<file path="config.mk">
export PLATFORM = sky130hd
export DESIGN_NAME = io_port_direction_latch
export DESIGN_NICKNAME = d
export VERILOG_FILES = /design/src/core/gpio_pkg.sv /design/src/core/pin_sync.sv /design/src/core/port_slice.sv /design/src/core/io_port_direction_latch.sv
export VERILOG_INCLUDE_DIRS = /design/src /design/src/core
export SDC_FILE = /design/constraint.sdc
export NUM_CORES = 1
export LEC_CHECK = 0
export ABC_AREA = 1
export BUFFER_PORTS_ARGS = -buffer_cell sky130_fd_sc_hd__buf_2
export CAP_MARGIN = 20
export CORE_MARGIN = 5
export CORE_UTILIZATION = 35
export CTS_CLUSTER_SIZE = 40
export DETAILED_ROUTE_END_ITERATION = 7
export PLACE_DENSITY = 0.59
export SYNTH_ARGS = -nofsm -noshare
export SYNTH_HDL_FRONTEND = slang
export SYNTH_SLANG_ARGS = --single-unit
</file>
<file path="constraint.sdc">
create_clock -name clock -period 1.4 [get_ports clock]
set_clock_uncertainty 0.2 [all_clocks]
set_input_delay 0.14 -clock clock [delete_from_list [all_inputs] [get_ports clock]]
set_output_delay 0.14 -clock clock [all_outputs]
set_load 0.02 [all_outputs]
</file>
<file path="src/core/gpio_consts.svh">
`ifndef GPIO_CONSTS_SVH
`define GPIO_CONSTS_SVH

// port slots: 0..4 are ports 0..4, slot 5 is port 6
`define SLOT_COUNT 6
`define PORT_WIDTH 8
`define SLOT_P0 3'h0
`define SLOT_P3 3'h3
`define SLOT_P4 3'h4

// implemented direction bits per slot (port 3 lacks 2 and 6, port 4 lacks 0..2)
`define DIR_MASK_FULL 8'hff
`define DIR_MASK_P3 8'hbb
`define DIR_MASK_P4 8'hf8
// implemented data bits (port 4 bit 2 exists as an input only)
`define DATA_MASK_P3 8'hbb
`define DATA_MASK_P4 8'hfc
`define IN_ONLY_P4 8'h04
`define IN_ONLY_NONE 8'h00

// oscillator and converter pins inside port 4
`define SUB_CLOCK_PINS 8'h18
`define MAIN_CLOCK_PINS 8'hc0
`define ADC_PIN 8'h04

// reset values
`define DIR_RESET 8'h00
`define LATCH_RESET 8'h00
`define THRESHOLD_RESET 2'h0
`define THRESHOLD_RESERVED 2'h3

`endif

</file>
<file path="src/core/gpio_pkg.sv">
package gpio_pkg;
    // one cpu access to a port register
    typedef struct packed {
        logic write;         // one-cycle write strobe
        logic read;          // one-cycle read strobe
        logic isDirection;   // 1: direction register, 0: data register
        logic [2:0] port;    // port slot 0..5
        logic [7:0] data;    // write data
    } access_t;

    // pad settings held by software elsewhere
    typedef struct packed {
        logic [7:0] pullupSelectRegA;
        logic [3:0] pullupSelectRegB;
        logic [7:0] driveSelectPortB;
        logic [7:0] driveSelectPortC;
        logic [3:0] driveSelectGroupA;
        logic [3:0] driveSelectGroupB;
        logic [7:0] thresholdSelectA;
        logic [3:0] thresholdSelectB;
    } pad_cfg_t;

    // input threshold levels
    typedef enum logic [1:0] {
        TH_LOW = 2'b00,
        TH_MID = 2'b01,
        TH_HIGH = 2'b10
    } threshold_t;
endpackage

</file>
<file path="src/core/pin_sync.sv">
`timescale 1ns/1ps
module pin_sync #(
    parameter int WIDTH = 48
) (
    input wire logic clock,
    input wire logic rst,
    input wire logic [WIDTH-1:0] async,
    output logic [WIDTH-1:0] synced
);
    logic [WIDTH-1:0] stage;  // first stage, read only by the second

    // width check at elaboration
    if (WIDTH < 1) begin : g_bad
        $error("pin_sync width must be positive");
    end

    // two flops per pin against metastability
    always_ff @(posedge clock) begin
        if (rst) begin
            stage <= '0;
            synced <= '0;
        end else begin
            stage <= async;
            synced <= stage;
        end
    end
endmodule

</file>
<file path="src/core/port_slice.sv">
`timescale 1ns/1ps
`include "gpio_consts.svh"
module port_slice #(
    parameter logic [7:0] DIR_MASK = 8'hff,
    parameter logic [7:0] DATA_MASK = 8'hff,
    parameter logic [7:0] IN_ONLY = 8'h00,
    parameter int WIDTH = 8
) (
    input wire logic clock,
    input wire logic rst,
    input wire logic writeDir,
    input wire logic writeData,
    input wire logic [7:0] wdata,
    input wire logic [7:0] pinLevel,
    input wire logic [7:0] periphOe,
    input wire logic [7:0] periphOut,
    input wire logic [7:0] blocked,
    input wire logic [7:0] pullSel,
    output logic [7:0] dirBits,
    output logic [7:0] latch,
    output logic [7:0] readValue,
    output logic [7:0] padOut,
    output logic [7:0] padOe,
    output logic [7:0] pullOn
);
    logic [7:0] gpioPins;  // pins free for general use

    // only byte-wide ports are served
    if (WIDTH != 8) begin : g_bad
        $error("port_slice supports 8-bit ports only");
    end

    // absent bits never hold a one, so they read back as zero
    always_ff @(posedge clock) begin
        if (rst) begin
            dirBits <= `DIR_RESET;
            latch <= `LATCH_RESET;
        end else begin
            if (writeDir)
                dirBits <= wdata & DIR_MASK;
            if (writeData)
                latch <= wdata & DATA_MASK & ~IN_ONLY;
        end
    end

    assign gpioPins = ~blocked;
    // input mode reads the pin, output mode the latch
    assign readValue = DATA_MASK & gpioPins & ((dirBits & latch) | (~dirBits & pinLevel));
    // peripheral output drives regardless of direction
    assign padOe = DIR_MASK & gpioPins & (dirBits | periphOe);
    assign padOut = padOe & ((periphOe & periphOut) | (~periphOe & latch));
    // pull-up only while the pin is an input
    assign pullOn = DIR_MASK & gpioPins & pullSel & ~dirBits & ~periphOe;
endmodule

</file>
<file path="src/core/io_port_direction_latch.sv">
`timescale 1ns/1ps
`include "gpio_consts.svh"
// Overview of operation
// - one direction bit per pin, 1 is output
// - input mode reads the sampled pin level
// - output mode reads the output latch
// - writes always load latch; drive only in output
// - peripheral outputs drive whatever the direction
// - converter pin is input only, no extras
// - pull-up in input mode, in groups of up to four pins
// - drive strength low/high, per bit or group
// - three input thresholds per port
// - absent direction bits are not implemented
// - sub clock pins are GPIO only when idle
// - main clock pins are GPIO only when idle
// - absent bits read back as zero
// - port 0 direction needs prior unlock instruction
module io_port_direction_latch
    import gpio_pkg::*;
#(
    parameter int NUM_PORTS = 6
) (
    input wire logic clock,
    input wire logic rst,
    input wire access_t acc,
    input wire pad_cfg_t cfg,
    input wire logic protectSet,
    input wire logic instrEnd,
    input wire logic adcInUse,
    input wire logic subClockInUse,
    input wire logic mainClockInUse,
    input wire logic [5:0][7:0] pinIn,
    input wire logic [5:0][7:0] periphOe,
    input wire logic [5:0][7:0] periphOut,
    output logic [7:0] readData,
    output logic [5:0][7:0] pinOut,
    output logic [5:0][7:0] pinOutEn,
    output logic [5:0][7:0] pullupEn,
    output logic [5:0][7:0] driveHigh,
    output logic [5:0][1:0] thresholdLevel,
    output logic [5:0][7:0] periphIn
);
    // the slot mapping below is written for exactly six ports
    if (NUM_PORTS != `SLOT_COUNT) begin : g_bad
        $error("io_port_direction_latch needs six port slots");
    end

    logic [5:0][7:0] pinLevel;    // synchronised pin levels
    logic [5:0][7:0] dirState;    // direction bits per slot
    logic [5:0][7:0] latchState;  // output latches per slot
    logic [5:0][7:0] readValue;   // data read value per slot
    logic [5:0][7:0] padOut;      // next pin level
    logic [5:0][7:0] padOe;       // next output enable
    logic [5:0][7:0] pullOn;      // next pull-up enable
    logic [5:0][7:0] pullGroup;   // pull-up selection spread per pin
    logic [5:0][7:0] driveGroup;  // drive selection spread per pin
    logic [5:0][7:0] blocked;     // pins taken by oscillator or converter
    logic [5:0][1:0] thresholdCode; // requested threshold per slot
    logic [5:0] writeDirEn;       // direction write hits this slot
    logic [5:0] writeDataEn;      // data write hits this slot
    logic protectPending;         // unlock seen, its instruction still running
    logic protectWindow;          // next instruction may write port 0 direction
    logic next_protectWindow;
    logic portValid;              // addressed slot exists
    logic [7:0] selDir;           // direction byte of addressed slot
    logic [7:0] selData;          // data byte of addressed slot
    logic [7:0] next_readData;

    // pins arrive from outside the clock domain
    pin_sync #(
        .WIDTH(48)
    ) u_sync (
        .clock(clock),
        .rst(rst),
        .async(pinIn),
        .synced(pinLevel)
    );

    // pull-up groups: nibbles, port 3 in threes, port 4 bit 3 alone
    assign pullGroup[0] = {{4{cfg.pullupSelectRegA[1]}}, {4{cfg.pullupSelectRegA[0]}}};
    assign pullGroup[1] = {{4{cfg.pullupSelectRegA[3]}}, {4{cfg.pullupSelectRegA[2]}}};
    assign pullGroup[2] = {{4{cfg.pullupSelectRegA[5]}}, {4{cfg.pullupSelectRegA[4]}}};
    assign pullGroup[3] = {cfg.pullupSelectRegA[7], 1'b0, {2{cfg.pullupSelectRegA[7]}},
                           cfg.pullupSelectRegA[6], 1'b0, {2{cfg.pullupSelectRegA[6]}}};
    assign pullGroup[4] = {{4{cfg.pullupSelectRegB[1]}}, cfg.pullupSelectRegB[0], 3'h0};
    assign pullGroup[5] = {{4{cfg.pullupSelectRegB[3]}}, {4{cfg.pullupSelectRegB[2]}}};

    // drive strength: ports 1 and 2 per bit, the rest per group
    assign driveGroup[0] = {{4{cfg.driveSelectGroupA[1]}}, {4{cfg.driveSelectGroupA[0]}}};
    assign driveGroup[1] = cfg.driveSelectPortB;
    assign driveGroup[2] = cfg.driveSelectPortC;
    assign driveGroup[3] = {cfg.driveSelectGroupA[3], 1'b0, {2{cfg.driveSelectGroupA[3]}},
                            cfg.driveSelectGroupA[2], 1'b0, {2{cfg.driveSelectGroupA[2]}}};
    assign driveGroup[4] = {{4{cfg.driveSelectGroupB[1]}}, cfg.driveSelectGroupB[0], 3'h0};
    assign driveGroup[5] = {{4{cfg.driveSelectGroupB[3]}}, {4{cfg.driveSelectGroupB[2]}}};

    // threshold codes: slots 0..3 from the first setting, 4..5 from the second
    assign thresholdCode[0] = cfg.thresholdSelectA[1:0];
    assign thresholdCode[1] = cfg.thresholdSelectA[3:2];
    assign thresholdCode[2] = cfg.thresholdSelectA[5:4];
    assign thresholdCode[3] = cfg.thresholdSelectA[7:6];
    assign thresholdCode[4] = cfg.thresholdSelectB[1:0];
    assign thresholdCode[5] = cfg.thresholdSelectB[3:2];

    // oscillator pins leave general use while their oscillator runs, the converter pin while the converter is in use
    assign blocked[0] = 8'h00;
    assign blocked[1] = 8'h00;
    assign blocked[2] = 8'h00;
    assign blocked[3] = 8'h00;
    assign blocked[4] = ({8{subClockInUse}} & `SUB_CLOCK_PINS)
                      | ({8{mainClockInUse}} & `MAIN_CLOCK_PINS)
                      | ({8{adcInUse}} & `ADC_PIN);
    assign blocked[5] = 8'h00;

    // unlock: set with the unlocking instruction, gone after the next one
    assign next_protectWindow = protectSet ? 1'b1
                              : (protectPending ? 1'b1 : (instrEnd ? 1'b0 : protectWindow));

    // unlock tracking; a new unlock wins over the closing instruction end
    always_ff @(posedge clock) begin
        if (rst) begin
            protectPending <= 1'b0;
            protectWindow <= 1'b0;
        end else begin
            protectPending <= protectSet & ~instrEnd;
            protectWindow <= next_protectWindow;
        end
    end

    // one slice per port; masks differ only on ports 3 and 4
    for (genvar s = 0; s < 6; s++) begin : g_port
        localparam logic [7:0] DMASK = (s == 3) ? `DIR_MASK_P3 : ((s == 4) ? `DIR_MASK_P4 : `DIR_MASK_FULL);
        localparam logic [7:0] AMASK = (s == 3) ? `DATA_MASK_P3 : ((s == 4) ? `DATA_MASK_P4 : `DIR_MASK_FULL);
        localparam logic [7:0] IMASK = (s == 4) ? `IN_ONLY_P4 : `IN_ONLY_NONE;

        // port 0 direction writes only inside the unlock window
        assign writeDirEn[s] = acc.write & acc.isDirection & (acc.port == 3'(s))
                             & ((s != 0) | protectWindow);
        assign writeDataEn[s] = acc.write & ~acc.isDirection & (acc.port == 3'(s));

        port_slice #(
            .DIR_MASK(DMASK),
            .DATA_MASK(AMASK),
            .IN_ONLY(IMASK),
            .WIDTH(8)
        ) u_slice (
            .clock(clock),
            .rst(rst),
            .writeDir(writeDirEn[s]),
            .writeData(writeDataEn[s]),
            .wdata(acc.data),
            .pinLevel(pinLevel[s]),
            .periphOe(periphOe[s]),
            .periphOut(periphOut[s]),
            .blocked(blocked[s]),
            .pullSel(pullGroup[s]),
            .dirBits(dirState[s]),
            .latch(latchState[s]),
            .readValue(readValue[s]),
            .padOut(padOut[s]),
            .padOe(padOe[s]),
            .pullOn(pullOn[s])
        );

        // pad controls registered so every output leaves a flop
        always_ff @(posedge clock) begin
            if (rst) begin
                pinOut[s] <= 8'h00;
                pinOutEn[s] <= 8'h00;
                pullupEn[s] <= 8'h00;
                driveHigh[s] <= 8'h00;
                periphIn[s] <= 8'h00;
            end else begin
                pinOut[s] <= padOut[s];
                pinOutEn[s] <= padOe[s];
                pullupEn[s] <= pullOn[s];
                driveHigh[s] <= driveGroup[s] & DMASK & ~blocked[s];
                periphIn[s] <= pinLevel[s] & AMASK & ~blocked[s];
            end
        end

        // reserved code keeps the previous threshold
        always_ff @(posedge clock) begin
            if (rst)
                thresholdLevel[s] <= `THRESHOLD_RESET;
            else if (thresholdCode[s] != `THRESHOLD_RESERVED)
                thresholdLevel[s] <= thresholdCode[s];
        end
    end

    // read selection; a missing slot reads zero
    assign portValid = (acc.port < 3'h6);
    assign selDir = portValid ? dirState[acc.port] : 8'h00;
    assign selData = portValid ? readValue[acc.port] : 8'h00;
    assign next_readData = acc.read ? (acc.isDirection ? selDir : selData) : readData;

    // read data appears the cycle after the strobe and then holds
    always_ff @(posedge clock) begin
        if (rst)
            readData <= 8'h00;
        else
            readData <= next_readData;
    end

    // input-mode read returns the sampled pin level
    property p_readInput;
        @(posedge clock) disable iff (rst)
        (acc.read && !acc.isDirection && acc.port == 3'h2 && dirState[2] == 8'h00)
            |=> readData == $past(pinLevel[2]);
    endproperty
    a_readInput: assert property (p_readInput) else $error("input read did not return pin level");

    // output-mode read returns the latch, not the pin
    property p_readLatch;
        @(posedge clock) disable iff (rst)
        (acc.read && !acc.isDirection && acc.port == 3'h1 && dirState[1] == 8'hff)
            |=> readData == $past(latchState[1]);
    endproperty
    a_readLatch: assert property (p_readLatch) else $error("output read did not return latch");

    // a data write reaches the latch even in input mode
    property p_writeLatch;
        @(posedge clock) disable iff (rst)
        (acc.write && !acc.isDirection && acc.port == 3'h2 && dirState[2] == 8'h00)
            |=> latchState[2] == $past(acc.data) ##1 pinOutEn[2] == 8'h00;
    endproperty
    a_writeLatch: assert property (p_writeLatch) else $error("latch write lost or driven");

    // output mode drives the latch one cycle on
    property p_driveLatch;
        @(posedge clock) disable iff (rst)
        (dirState[1][5] && !periphOe[1][5]) |=> (pinOutEn[1][5] && pinOut[1][5] == $past(latchState[1][5]));
    endproperty
    a_driveLatch: assert property (p_driveLatch) else $error("output mode pin not driven from latch");

    // peripheral output drives even in input mode
    property p_periphOverride;
        @(posedge clock) disable iff (rst)
        (periphOe[5][7] && !dirState[5][7]) |=> (pinOutEn[5][7] && pinOut[5][7] == $past(periphOut[5][7]));
    endproperty
    a_periphOverride: assert property (p_periphOverride) else $error("peripheral output not driven");

    // converter pin never drives nor pulls up
    property p_adcPin;
        @(posedge clock) disable iff (rst)
        !pinOutEn[4][2] && !pullupEn[4][2] && !driveHigh[4][2] && !dirState[4][2];
    endproperty
    a_adcPin: assert property (p_adcPin) else $error("converter pin has output features");

    // pull-up dropped the cycle after output mode is chosen
    property p_pullInput;
        @(posedge clock) disable iff (rst)
        dirState[0][0] |=> !pullupEn[0][0];
    endproperty
    a_pullInput: assert property (p_pullInput) else $error("pull-up active in output mode");

    // absent direction bits stay zero and read as zero
    property p_absentDir;
        @(posedge clock) disable iff (rst)
        (acc.read && acc.isDirection && acc.port == 3'h4) |=> (readData[2:0] == 3'h0 && dirState[3][6] == 1'b0);
    endproperty
    a_absentDir: assert property (p_absentDir) else $error("absent direction bit reads one");

    // oscillator pins released from output while in use
    property p_subClock;
        @(posedge clock) disable iff (rst)
        subClockInUse [*2] |-> pinOutEn[4][4:3] == 2'b00;
    endproperty
    a_subClock: assert property (p_subClock) else $error("sub clock pin driven");

    property p_mainClock;
        @(posedge clock) disable iff (rst)
        mainClockInUse |=> (pinOutEn[4][7:6] == 2'b00 && pullupEn[4][7:6] == 2'b00);
    endproperty
    a_mainClock: assert property (p_mainClock) else $error("main clock pin driven");

    // port 0 direction unchanged by a write outside the window
    property p_protect;
        @(posedge clock) disable iff (rst)
        (acc.write && acc.isDirection && acc.port == 3'h0 && !protectWindow) |=> $stable(dirState[0]);
    endproperty
    a_protect: assert property (p_protect) else $error("locked direction write took effect");

    // window closes within one instruction after it opens
    property p_protectClose;
        @(posedge clock) disable iff (rst)
        (protectWindow && !protectPending && instrEnd && !protectSet) |=> !protectWindow;
    endproperty
    a_protectClose: assert property (p_protectClose) else $error("unlock window outlived its instruction");

    // reserved threshold code is ignored
    property p_threshold;
        @(posedge clock) disable iff (rst)
        (cfg.thresholdSelectA[3:2] == 2'h3) |=> $stable(thresholdLevel[1]);
    endproperty
    a_threshold: assert property (p_threshold) else $error("reserved threshold accepted");
endmodule

</file>
==> results.txt <==
Slowest cell delay on critical path - 0.58 ns
IR drop worst, VDD - 0.915 mV
Final critical-path setup slack - -0.0552 ns
Leakage power figure - 0.0112 µW
Global-route usage over all layers - 23.9%
Total Wirelength - 54,200 µm
RSZ-0062 raised after global routing - yes
Startpoint of the tightest hold check path - rst
Total power per unit cell area - 1160 nW/µm²
Post-route antenna net violation count - 0
Maximum number of pins on one net before global-route repair - 47
Post-synthesis instance area - 13,600 µm²
Cell with the biggest individual delay on the critical path - sky130_fd_sc_hd__dlygate4sd3_1
Number of cells traversed by the worst register-to-register path - 8
Count of cells along the worst hold path - 4
Commonest cells after routing, fill and taps aside - sky130_fd_sc_hd__nor2_1, sky130_fd_sc_hd__dfxtp_1, sky130_fd_sc_hd__dlygate4sd3_1
Family with the most delay on the worst path - buffers and inverters
Overflow left after global routing - 0
Vias in the first global route - 14,626
Width of the die - 207 µm
Critical Path Fanout Max - 3
TritonCTS sink count - 395
Initial Util - 35.3%
Count of buffers from port buffering - 434
Slew Limit Fails - 0
Detailed-routing iteration count for the pre-antenna-repair pass - 5
Tot Pwr - 27,000 µW
Reg clk slew, reported paths - 0.06 ns
Top-Level Pins - 473
Number of buffers created by CTS - 43
Worst EP required - 1.67 ns
Mean instance size in the synthesized netlist - 8.07 µm²
Area overhead of the layout relative to synthesis - 71.1%
Number of hold violations in the final report - 24
Warning count from the yosys run - 0
Endpoint of the lowest-slack register-to-register path - readData[0]
CTS root buf - sky130_fd_sc_hd__clkbuf_16
Detailed Place HPWL - 36,100 µm
Residual DRC count - 0
Worst-case hold slack - -0.271 ns
Maximum level of the CTS H-tree - 2
Time the final worst path needs with I/O delays and setup - 1.46 ns
Placement-stage worst setup slack - -0.268 ns
Crit path DAT - 1.73 ns
Number of synthesized register bits - 395
Total Nets Final - 2,776
Die footprint - 42,900 µm²
Violations in the final reports - hold timing, setup timing
Sequential fraction of the synthesis area - 58.2%
Critical path launch point type - primary input
Layout cell share with drive strength beyond 1 - 36.0%
Number of max-cap violations - 0
Hold worst-path end - g_port[1].u_slice.latch[3]
Initial antenna violation count - 5
Syn Inst Count - 1,685
Reg-to-reg critical path startpoint - g_port[3].u_slice.dirBits[0]
Most common cell on crit path - sky130_fd_sc_hd__dlygate4sd3_1
Type of the setup path with the least slack - in2reg
CTS max path bufs - 3
Total vias in the final route - 14,082
Actual transition at the worst max-transition pin - 0.580 ns
Unique cell type count in the Yosys netlist - 32
Final count of negative-setup-slack endpoints - 3
First-pass GRT wire length - 81,600 µm
Worst Setup End Kind - flip-flop
Fmax - 0.687 GHz
Class of the most critical hold timing path - in2reg
Die Y - 207 µm
Clock tree from TritonCTS - done
Sum of buffers and inverters on the critical path - 4
Routability Congestion - 0.897
Placeable Area - 38,600 µm²
Worst rel slew slack - 61.2%
DR WL/cell - 17.4 µm
Rows - 72
Setup slack, reg-to-reg - -0.05 ns
Average vias per placed instance - 4.52
Worst skew pair latency - 0.56 ns
First-iteration detailed-routing DRC count - 587
CP cell instances - dlygate4sd3_1 > buf_2 > inv_1 > o21ai_0 > dlygate4sd3_1 > a21oi_1
Total number of cells along the worst setup path - 6
Most common cell after layout, fill and taps aside - sky130_fd_sc_hd__nor2_1
Ratio of final minimum period to clock period - 104%
Result of the run - finished, violations left
cell usage after synthesis (all sizes together):
master	number	share of area (%)
mux2	3	0.25
nor2	353	10
nor3	43	1.6
nand3	24	0.92
a21oi	108	4.0
clkinv	2	0.055
nand2	198	5.6
inv	275	7.6
o21ai	163	6.1
buf	51	2.8
nor4	4	0.18
mux2i	4	0.29
conb	1	0.028
dfxtp	395	58
o21a	1	0.055
o22ai	2	0.092
nand4	7	0.32
a211oi	6	0.33
clkbuf	45	1.2
logic make-up (layout without fill, tap and decap cells):
family	count (synthesis)	after routing	synth area share, %
and+or+nand+nor	629	629	19.0
DFF	395	395	58.2
AOI/OAI and AO/OA	280	280	10.5
buffers and inverters	373	1258	11.7
other	1	28	0.0276
muxes	7	7	0.543
worst max path at each step:
stage                                       startpoint                            to  slack, ns
after floorplan                                acc[10]  g_port[2].u_slice.dirBits[6]       0.03
after global placement                          acc[9]                   readData[0]      -0.27
after detailed placement                        acc[9]                   readData[0]      -0.27
after CTS                                 driveHigh[3]                  driveHigh[1]      -0.04
after global routing      g_port[3].u_slice.dirBits[0]                   readData[0]      -0.07
final                                     periphOe[10]                    pinOut[10]      -0.06
layer usage:
layer | vias up | global-route usage [%] | part of all wire, %
met5 | - | 0 | 0.024
met4 | 2 | 7.55 | 3.1
met3 | 117 | 5.55 | 5.6
met2 | 469 | 43.0 | 51
met1 | 6598 | 28.2 | 40
li1 | 6896 | - | -
power breakdown:
group	total [µW]	internal, µW	switching, µW
sequential	11900	11700	210
clock	11700	7170	4530
combinational	3400	1620	1770
final cells by class:
class / count / area, µm²
tap: 518 / 648
sequential: 395 / 8070
fill: 3290 / 15300
timing repair buffer: 906 / 7400
inverter: 277 / 1060
antenna: 4 / 10.0
clock buffer: 62 / 1300
clock inverter: 13 / 176
multi-input combinational: 940 / 4590
flip-flops by register name, indices dropped and copies added (netlist names):
signal                  count
readData                    8
g_port.u_slice.latch       43
protectPending              1
thresholdLevel             12
protectWindow               1
periphIn                   44
g_port.u_slice.dirBits     43
u_sync.synced              44
pinOut                     43
pullupEn                   43
driveHigh                  26
pinOutEn                   43
u_sync.stage               44
worst register-to-register path, stage by stage, from the launching register on:
cell	delay, ns
sky130_fd_sc_hd__dfxtp_2	0.34
sky130_fd_sc_hd__nand2_2	0.09
sky130_fd_sc_hd__o21ai_4	0.08
sky130_fd_sc_hd__nand2_4	0.07
sky130_fd_sc_hd__nand4_1	0.23
sky130_fd_sc_hd__nand2_1	0.16
sky130_fd_sc_hd__nand2_1	0.06
sky130_fd_sc_hd__nand2_1	0.07
sky130_fd_sc_hd__a21oi_2	0.05
metrics by stage:
stage	utilization, %	area (µm²)	TNS (ns)	instances
after floorplan	-	13700	0	1708
after global placement	45.2	17400	-7.66	2742
after detailed placement	45.2	17400	-8.61	2742
after CTS	58.1	22400	-0.963	3106
after global routing	60.3	23300	-1.65	3115
final	60.3	23300	-0.115	3115
what timing repair did:
| item | in CTS | in global routing |
|---|---|---|
| setup endpoints to repair | 115 | 268 |
| buffers inserted | 6 | 15 |
| endpoints found under the hold margin | 381 | 44 |
| hold buffers | 288 | 8 |
| resized for setup | 240 | 322 |
| pin swaps | 8 | 50 |
Note: power is estimated with default switching activity, not from simulation.
